`config.mk`:
```
export PLATFORM = sky130hd
export DESIGN_NAME = port2_port5_gpio_mux
export DESIGN_NICKNAME = d
export VERILOG_FILES = /design/src/hdl/gpio_pkg.sv /design/src/hdl/pin_sync.sv /design/src/hdl/port2_port5_gpio_mux.sv
export SDC_FILE = /design/constraint.sdc
export NUM_CORES = 1
export LEC_CHECK = 0
export BUFFER_PORTS_ARGS = -buffer_cell sky130_fd_sc_hd__buf_2
export CAP_MARGIN = 20
export CORE_MARGIN = 4
export CORE_UTILIZATION = 42
export DETAILED_ROUTE_END_ITERATION = 16
export GPL_TIMING_DRIVEN = 0
export PLACE_DENSITY_LB_ADDON = 0.25
export SETUP_SLACK_MARGIN = 0.05
export SYNTH_ARGS = -nofsm -noshare
export SYNTH_HDL_FRONTEND = slang
export SYNTH_HIERARCHICAL = 1
export SYNTH_SLANG_ARGS = --single-unit
```
`constraint.sdc`:
```
create_clock -name mclk -period 1.3 [get_ports mclk]
set_input_delay 0.26 -clock mclk [delete_from_list [all_inputs] [get_ports mclk]]
set_output_delay 0.26 -clock mclk [all_outputs]
set_load 0.02 [all_outputs]
```
`src/hdl/gpio_pkg.sv`:
```
// constants, register map and carrier types for the port 2 / port 5 pin logic
// assumes one 10 MHz system clock and a byte-wide register port from the core
`default_nettype none

package gpio_pkg;

  // ==========================================================================
  // register port
  localparam int ADDR_W = 4;

  localparam logic [3:0] ADDR_P2_DIR  = 4'h0;
  localparam logic [3:0] ADDR_P2_DATA = 4'h1;
  localparam logic [3:0] ADDR_P5_SEL  = 4'h2;
  localparam logic [3:0] ADDR_P5_DIR  = 4'h3;
  localparam logic [3:0] ADDR_P5_DATA = 4'h4;
  localparam logic [3:0] ADDR_P1_SEL  = 4'h5;

  localparam logic [7:0] UNMAPPED_READ = 8'h00;
  localparam logic [7:0] WRITE_ONLY_READ = 8'h00;

  // ==========================================================================
  // reset values and fixed read fields
  localparam logic [2:0] P2_DATA_RST = 3'h0;
  localparam logic [2:0] P2_DIR_RST  = 3'h0;
  localparam logic [7:0] P5_DATA_RST = 8'h00;
  localparam logic [7:0] P5_DIR_RST  = 8'h00;
  localparam logic [5:0] P5_SEL_RST  = 6'h00;
  localparam logic       P1_TX_RST   = 1'b0;
  localparam logic [7:0] RDATA_RST   = 8'h00;

  localparam logic [4:0] P2_DATA_FILL = 5'h1f;
  localparam logic [1:0] P5_SEL_FILL  = 2'h0;

  // ==========================================================================
  // field positions
  localparam int P1_TX_BIT   = 1;
  localparam int P2_CLK_PIN  = 0;
  localparam int P2_RX_PIN   = 1;
  localparam int P2_TX_PIN   = 2;
  localparam int P5_SCL_PIN  = 7;
  localparam int P5_SDA_PIN  = 6;
  localparam int P5_TRIG_PIN = 5;
  localparam int SYNC_STAGES = 2;

  // ==========================================================================
  // carriers
  typedef struct packed {
    logic [2:0] level;
    logic [2:0] oe_n;
  } p2_drive_t;

  typedef struct packed {
    logic [7:0] level;
    logic [7:0] oe_n;
  } p5_drive_t;

  // state of the serial unit that decides the port 2 pin functions
  typedef struct packed {
    logic receiver_enable_bit;
    logic clock_source_high;
    logic clock_source_low;
    logic comm_mode;
    logic txd;
    logic clk_out;
  } serial_ctl_t;

  typedef struct packed {
    logic rxd;
    logic clk_in;
  } serial_in_t;

  typedef struct packed {
    logic enable;
    logic scl_drive_low;
    logic sda_drive_low;
  } twowire_ctl_t;

endpackage

`default_nettype wire

```
`src/hdl/pin_sync.sv`:
```
// two-stage synchroniser for a group of pin inputs
// assumes the pins are asynchronous to mclk
`timescale 1ns/1ps
`default_nettype none

module pin_sync #(
  parameter int WIDTH = 8
) (
  input  wire logic             mclk,
  input  wire logic             nrst,
  input  wire logic [WIDTH-1:0] pin_in,
  output logic      [WIDTH-1:0] pin_sync
);

  // first stage is read only by the second
  logic [WIDTH-1:0] meta;

  always_ff @(posedge mclk or negedge nrst) begin
    if (!nrst) begin
      meta     <= '0;
      pin_sync <= '0;
    end else begin
      meta     <= pin_in;
      pin_sync <= meta;
    end
  end

endmodule

`default_nettype wire

```
`src/hdl/port2_port5_gpio_mux.sv`:
```
// pin logic of port 2 (serial pins) and port 5 (two-wire, wakeup, trigger)
// assumes serial and two-wire units on mclk; pins asynchronous and synchronised here
//
// How it works
// - port 2 data reads give ones in bits 7..3; writes there are dropped
// - three port 2 output latches, cleared at reset, drive pins set as outputs
// - port 2 data read: latch where direction is 1, pin level where 0
// - transmit select drives pin 2 with serial data; receive enable frees pin 1
// - two-wire enable owns port 5 pins 7 and 6 ahead of port registers
// - port 5 function select reads zero in bits 7 and 6
// - select bit 5 turns pin 5 into wakeup five and converter trigger input
// - select bits 4..0 turn their pins into wakeup inputs; all reset to 0
// - port 5 direction: 1 output, 0 input; write-only, resets to 0
// - port 5 data read: latch where direction is 1, pin level where 0
// - port 2 direction: 1 output, 0 input; write-only, resets to 0
`timescale 1ns/1ps
`default_nettype none

module port2_port5_gpio_mux (
  input  wire logic                         mclk,
  input  wire logic                         nrst,
  input  wire logic [gpio_pkg::ADDR_W-1:0]  addr,
  input  wire logic [7:0]                   wdata,
  input  wire logic                         wr,
  input  wire logic                         rd,
  output logic      [7:0]                   rdata,
  input  wire logic [2:0]                   p2_pin_in,
  output gpio_pkg::p2_drive_t               p2_drive,
  input  wire logic [7:0]                   p5_pin_in,
  output gpio_pkg::p5_drive_t               p5_drive,
  input  wire gpio_pkg::serial_ctl_t        serial_ctl,
  output gpio_pkg::serial_in_t              serial_in,
  input  wire gpio_pkg::twowire_ctl_t       twowire_ctl,
  output logic                              scl_in,
  output logic                              sda_in,
  output logic      [5:0]                   wakeup_in,
  output logic                              converter_trigger_input
);

  // ==========================================================================
  // registers
  logic [2:0] port2_output_data;
  logic [2:0] port2_direction;
  logic [7:0] port5_output_data;
  logic [7:0] port5_direction;
  logic [5:0] port5_function_select;
  logic       port1_tx_select;

  logic       wr_p2_dir;
  logic       wr_p2_data;
  logic       wr_p5_sel;
  logic       wr_p5_dir;
  logic       wr_p5_data;
  logic       wr_p1_sel;

  assign wr_p2_dir  = wr && (addr == gpio_pkg::ADDR_P2_DIR);
  assign wr_p2_data = wr && (addr == gpio_pkg::ADDR_P2_DATA);
  assign wr_p5_sel  = wr && (addr == gpio_pkg::ADDR_P5_SEL);
  assign wr_p5_dir  = wr && (addr == gpio_pkg::ADDR_P5_DIR);
  assign wr_p5_data = wr && (addr == gpio_pkg::ADDR_P5_DATA);
  assign wr_p1_sel  = wr && (addr == gpio_pkg::ADDR_P1_SEL);

  always_ff @(posedge mclk or negedge nrst) begin
    if (!nrst) begin
      port2_output_data <= gpio_pkg::P2_DATA_RST;
    end else if (wr_p2_data) begin
      port2_output_data <= wdata[2:0];
    end
  end

  always_ff @(posedge mclk or negedge nrst) begin
    if (!nrst) begin
      port2_direction <= gpio_pkg::P2_DIR_RST;
    end else if (wr_p2_dir) begin
      port2_direction <= wdata[2:0];
    end
  end

  always_ff @(posedge mclk or negedge nrst) begin
    if (!nrst) begin
      port5_output_data <= gpio_pkg::P5_DATA_RST;
    end else if (wr_p5_data) begin
      port5_output_data <= wdata;
    end
  end

  always_ff @(posedge mclk or negedge nrst) begin
    if (!nrst) begin
      port5_direction <= gpio_pkg::P5_DIR_RST;
    end else if (wr_p5_dir) begin
      port5_direction <= wdata;
    end
  end

  always_ff @(posedge mclk or negedge nrst) begin
    if (!nrst) begin
      port5_function_select <= gpio_pkg::P5_SEL_RST;
    end else if (wr_p5_sel) begin
      port5_function_select <= wdata[5:0];
    end
  end

  always_ff @(posedge mclk or negedge nrst) begin
    if (!nrst) begin
      port1_tx_select <= gpio_pkg::P1_TX_RST;
    end else if (wr_p1_sel) begin
      port1_tx_select <= wdata[gpio_pkg::P1_TX_BIT];
    end
  end

  // ==========================================================================
  // pin inputs
  logic [2:0] p2_sync;
  logic [7:0] p5_sync;

  pin_sync #(.WIDTH(3)) u_p2_sync (
    .mclk     (mclk),
    .nrst     (nrst),
    .pin_in   (p2_pin_in),
    .pin_sync (p2_sync)
  );

  pin_sync #(.WIDTH(8)) u_p5_sync (
    .mclk     (mclk),
    .nrst     (nrst),
    .pin_in   (p5_pin_in),
    .pin_sync (p5_sync)
  );

  // ==========================================================================
  // port 2 pin functions
  logic clk_as_input;
  logic clk_as_output;

  assign clk_as_input  = serial_ctl.clock_source_high;
  assign clk_as_output = !serial_ctl.clock_source_high &&
                         (serial_ctl.clock_source_low || serial_ctl.comm_mode);

  always_comb begin
    // general i/o first, alternate functions override the direction bit
    p2_drive.level = port2_output_data;
    p2_drive.oe_n  = ~port2_direction;
    if (port1_tx_select) begin
      p2_drive.level[gpio_pkg::P2_TX_PIN] = serial_ctl.txd;
      p2_drive.oe_n[gpio_pkg::P2_TX_PIN]  = 1'b0;
    end
    if (serial_ctl.receiver_enable_bit) begin
      p2_drive.level[gpio_pkg::P2_RX_PIN] = 1'b0;
      p2_drive.oe_n[gpio_pkg::P2_RX_PIN]  = 1'b1;
    end
    if (clk_as_input) begin
      p2_drive.level[gpio_pkg::P2_CLK_PIN] = 1'b0;
      p2_drive.oe_n[gpio_pkg::P2_CLK_PIN]  = 1'b1;
    end else if (clk_as_output) begin
      p2_drive.level[gpio_pkg::P2_CLK_PIN] = serial_ctl.clk_out;
      p2_drive.oe_n[gpio_pkg::P2_CLK_PIN]  = 1'b0;
    end
  end

  // the serial unit gates these with its own enables, so they pass freely
  assign serial_in.rxd    = p2_sync[gpio_pkg::P2_RX_PIN];
  assign serial_in.clk_in = p2_sync[gpio_pkg::P2_CLK_PIN];

  // ==========================================================================
  // port 5 pin functions
  always_comb begin
    p5_drive.level = port5_output_data;
    p5_drive.oe_n  = ~port5_direction;
    for (int k = 0; k < 6; k++) begin
      if (port5_function_select[k]) begin
        p5_drive.level[k] = 1'b0;
        p5_drive.oe_n[k]  = 1'b1;
      end
    end
    if (twowire_ctl.enable) begin
      // open drain: only ever pulls low, the bus pull-up makes the high
      p5_drive.level[gpio_pkg::P5_SCL_PIN] = 1'b0;
      p5_drive.level[gpio_pkg::P5_SDA_PIN] = 1'b0;
      p5_drive.oe_n[gpio_pkg::P5_SCL_PIN]  = !twowire_ctl.scl_drive_low;
      p5_drive.oe_n[gpio_pkg::P5_SDA_PIN]  = !twowire_ctl.sda_drive_low;
    end
  end

  assign scl_in    = p5_sync[gpio_pkg::P5_SCL_PIN];
  assign sda_in    = p5_sync[gpio_pkg::P5_SDA_PIN];
  assign wakeup_in = p5_sync[5:0] & port5_function_select;
  assign converter_trigger_input = p5_sync[gpio_pkg::P5_TRIG_PIN] &&
                                   port5_function_select[gpio_pkg::P5_TRIG_PIN];

  // ==========================================================================
  // read path
  logic [2:0] p2_read;
  logic [7:0] p5_read;
  logic [7:0] next_rdata;

  assign p2_read = (port2_direction & port2_output_data) | (~port2_direction & p2_sync);
  assign p5_read = (port5_direction & port5_output_data) | (~port5_direction & p5_sync);

  always_comb begin
    case (addr)
      gpio_pkg::ADDR_P2_DIR:  next_rdata = gpio_pkg::WRITE_ONLY_READ;
      gpio_pkg::ADDR_P2_DATA: next_rdata = {gpio_pkg::P2_DATA_FILL, p2_read};
      gpio_pkg::ADDR_P5_SEL:  next_rdata = {gpio_pkg::P5_SEL_FILL,
                                            port5_function_select};
      gpio_pkg::ADDR_P5_DIR:  next_rdata = gpio_pkg::WRITE_ONLY_READ;
      gpio_pkg::ADDR_P5_DATA: next_rdata = p5_read;
      gpio_pkg::ADDR_P1_SEL: begin
        next_rdata = gpio_pkg::UNMAPPED_READ;
        next_rdata[gpio_pkg::P1_TX_BIT] = port1_tx_select;
      end
      default:                next_rdata = gpio_pkg::UNMAPPED_READ;
    endcase
  end

  // read data stand only in the cycle after the strobe
  always_ff @(posedge mclk or negedge nrst) begin
    if (!nrst) begin
      rdata <= gpio_pkg::RDATA_RST;
    end else if (rd) begin
      rdata <= next_rdata;
    end else begin
      rdata <= gpio_pkg::RDATA_RST;
    end
  end
endmodule

`default_nettype wire

```
==> impl_summary.md <==
GRT
In the global route stage, overall resource usage came out at 0.161. The pin count of the biggest net entering global routing is 37. The overall overflow remaining after global route is 0. The number of antenna violations at the first check in global routing is 0. The number of global-route vias before repair is 1811. The wire length of the first global-routing pass is 8710 µm.

Route
Once detail routing completed, the nets flagged for antenna violations numbered 0. For this run, design rule violations remaining after detail routing come to 0. The first routing iteration left 42 violations. The final route contains 1768 vias. The routed wirelength normalized by instance count is 15.3 µm.

The detailed-router iteration count before antenna repair is 4. The sum of routed wire length over all layers is 5430 µm. The via-per-instance ratio is 4.97.

Place
The post-place instance area is 2940 µm². The count of port buffers added during placement is 76. Routability-driven placement finished with a final weighted congestion of 0.770. In this run, placement finished with an instance count of 324. The worst-case setup slack after placement is -0.418 ns. Detailed placement finished with a half-perimeter wire length of 3670 µm.

Synth
In this run, synthesis inferred 0 flip-flops with an integrated enable. The cell taking the most area after synthesis is dfrtp_1. In the synthesized netlist, the cells that appear most often are dfrtp_1, mux2_2, nor2b_1. The gate count after technology mapping is 175. Sorting the synthesized cells by area gives the leading types as dfrtp_1, mux2_2, nor2b_1, nand2b_1, nor4b_4. After synthesis, the share of flip-flops with an asynchronous set or reset is 1.00. The distinct cell type count of the synthesized netlist is 28.

The post-synthesis area per instance is 13.9 µm². The fraction of post-synthesis cell area in the top cell type by area is 0.605. The cell area after synthesis is 2440 µm².

During synthesis, Yosys emitted a total of 6 warnings. The most instantiated library cell after synthesis is dfrtp_1. The share of the Yosys chip area taken by registers is 0.605. The synthesized netlist net count is 211. The most used flip-flop cell after synthesis is dfrtp_1. The flip-flop and latch count after synthesis is 59.

Setup path
STA classifies the critical path startpoint as a register. The endpoint identified for the worst register-to-register timing path is rdata[2]$_DFF_PN0_. The critical path class is reg -> out.

The worst setup path is captured at an output pin. Along the worst path, the maximum fanout reaches 4. The flop-to-flop setup slack is 0.03 ns. The cell depth of the worst flop-to-flop path is 3. In this design, the largest share of critical-path delay is due to flip-flops. Data on the critical path arrives at its endpoint at 1.20 ns. At the worst endpoint, the required time is 1.04 ns. Traced cell by cell, the critical path runs through mux2_4 > buf_6.

The number of buffer and inverter stages on the critical path is 1. The stage delay of the slowest cell on the critical path is 0.43 ns. The worst setup path startpoint is port1_tx_select$_DFFE_PN0P_. The slowest library cell on the worst path is dfrtp_1.

The startpoint identified for the worst register-to-register timing path is port5_direction[2]$_DFFE_PN0P_.

Clock tree
The H-tree generated during clock tree synthesis spans 3 levels. The root buffer selected by CTS is clkbuf_8. The maximum clock insertion buffer count is 2.

The clock insertion delay at the later pin of the skew report is 0.33 ns. CTS saw 59 sinks. The clock tree from TritonCTS is yes.

The number of buffers inserted by hold repair at cts is 0. The clock-pin slew on the worst setup and hold paths is 0.06 ns. In this run, CTS created clock tree buffers numbering 9.

Final layout
The final cell count without fillers is 356. The sequential cell area is 1480 µm². The combined area of the multi-input logic cells is 1060 µm². The number of diodes is 0. From synthesis to final layout, the design area changed by 44.3%. The finished cells cover 3520 µm². The layout has 468 filler cells. At the end of the flow, the number of nets in the layout was 315. The layout cell share with drive strength beyond 1 is 0.630.

Run status
The final reports fail on setup timing. The flow ran to the end, but the final reports show violations.

Floorplan
For this configuration, the core starts out at a cell density of 0.437. The horizontal extent of the die is 84.2 µm. The floorplan has 27 rows.

The die covers 7090 µm². 77 I/O pins were placed. The placeable core region is 5570 µm². The die is 84.2 µm tall.

Power
Cell internal power was estimated by the tool at 3.90 mW. The sequential share of power is 0.425. The part of the power in combinational logic is 0.275.

The part of the power in the clock network is 0.300. The analysis attributes to net switching a power of 1.51 mW. The switching share of power is 0.279. The total power is 5.41 mW. The peak supply drop is 0.000908 V. The total power density per cell area is 1540 nW/µm². The leakage power summed over all cells is 1.70 nW.

STA
The final number of max-transition violations is 0. The actual transition at the worst max-transition pin is 0.806 ns. For this run, the top clock speed supported by timing is 685 MHz. Setup repair after global routing could not meet its margin everywhere. The count of final hold-check violations is 0. The final period utilization is 1.12. Setup violations remaining at the end of the flow were counted as 5. Measured against its own limit, the worst slew margin works out to 0.463. For the finished layout, the period the worst path requires is 1.46 ns. The final worst clock skew is 0.00310 ns.

Across all setup checks in the final design, the least slack found is -0.159 ns.

Worst hold path
The min-delay analysis places its worst path in the category in -> async.

Flow run
The tool flagged a number of max-cap violations equal to 0.
==> through the flow <==
step | hold WS, ns | setup TNS (ns) | utilization
after global placement | 0.332 | -18.82 | 0.522
after CTS | 0.0148 | -0.455 | 0.618
after detailed placement | 0.335 | -10.80 | 0.527
final | 0.0199 | -0.399 | 0.631
after global routing | 0.00889 | -1.30 | 0.631
after floorplan | -0.0356 | 0 | -
==> power groups by stage <==
stage          sequential [mW]  combinational, mW  clock (mW)
2_1_floorplan             2.26              0.692           0
3_3_place_gp              2.30               1.02           0
3_5_place_dp              2.31               1.04           0
4_1_cts                   2.29               1.42        1.65
5_1_grt                   2.34               1.59        1.77
6_report                  2.30               1.49        1.62
==> metal layers <==
| metal | global-route usage | vias up | routed length, µm |
|---|---|---|---|
| met1 | 0.181 | 872 | 2190 |
| met4 | 0.0906 | 0 | 85 |
| met3 | 0.0461 | 9 | 327 |
| met2 | 0.275 | 53 | 2830 |
| met5 | 0 | - | 0 |
| li1 | - | 834 | - |
==> cell families (layout without fill, tap and decap cells) <==
family / Yosys count / count (layout) / share of synthesized area
buffers and inverters: 4 / 113 / 0.00974
multiplexers: 43 / 43 / 0.198
flip-flops: 59 / 59 / 0.605
AO/OA/AOI/OAI: 16 / 16 / 0.0390
AND/OR/NAND/NOR: 53 / 53 / 0.148
==> layout by cell type (no fill, tap or decap), types with 2 or more instances in the layout <==
master    synthesis  routed
nor2b_4           0       3
buf_2             1      47
nor4b_4           2       2
and3b_1           3       3
mux2i_1           2       2
clkbuf_8          0      10
clkinv_2          0       3
and2_4            0       6
nand2_1           5       5
nand2b_1          8       2
clkbuf_1          1       2
nor2b_1          10       7
o21ai_0           5       4
nand3_1           2       2
nand2b_4          0       6
a21oi_1           7       5
buf_4             2      28
mux2_4            0       3
dfrtp_1          59      58
a222oi_1          2       2
a21oi_2           0       2
mux2_2           41      38
buf_6             0      20
nor2_1            8       7
==> registers in the layout, indices dropped and copies added (netlist names) <==
name / count
rdata: 8
port2_direction: 3
port2_output_data: 3
u_p2_sync/meta: 3
port5_direction: 8
port5_output_data: 8
port1_tx_select: 1
u_p5_sync/meta: 8
u_p2_sync/pin_sync: 3
port5_function_select: 6
u_p5_sync/pin_sync: 8
==> layout make-up <==
class                      count  area share
clock inverter                 5      0.0149
timing repair buffer          93       0.191
tap                           72      0.0256
sequential                    59       0.420
buffer                         4     0.00853
clock buffer                  11      0.0402
multi-input combinational    112       0.300
==> worst register-to-register path, stage by stage (launching register included) <==
cell,delay (ns)
dfrtp_2,0.44
mux2_4,0.30
a222oi_1,0.30
nor2_1,0.10
==> repair_timing <==
action | 4_1_cts | 5_1_grt
setup buffers | 13 | 3
setup endpoints to repair | 52 | 31
pin swaps | 9 | 1
resized for setup | 62 | 15
==> worst max-delay path by stage <==
| stage | endpoint | depth (start not counted) |
|---|---|---|
| 4_1_cts | p2_drive[5] | 2 |
| 3_3_place_gp | port5_output_data[7]$_DFFE_PN0P_ | 4 |
| 2_1_floorplan | port5_output_data[0]$_DFFE_PN0P_ | 3 |
| 3_5_place_dp | port5_output_data[3]$_DFFE_PN0P_ | 4 |
| 6_report | p2_drive[5] | 2 |
| 5_1_grt | p2_drive[5] | 2 |
(Power assumes the default switching activity.)
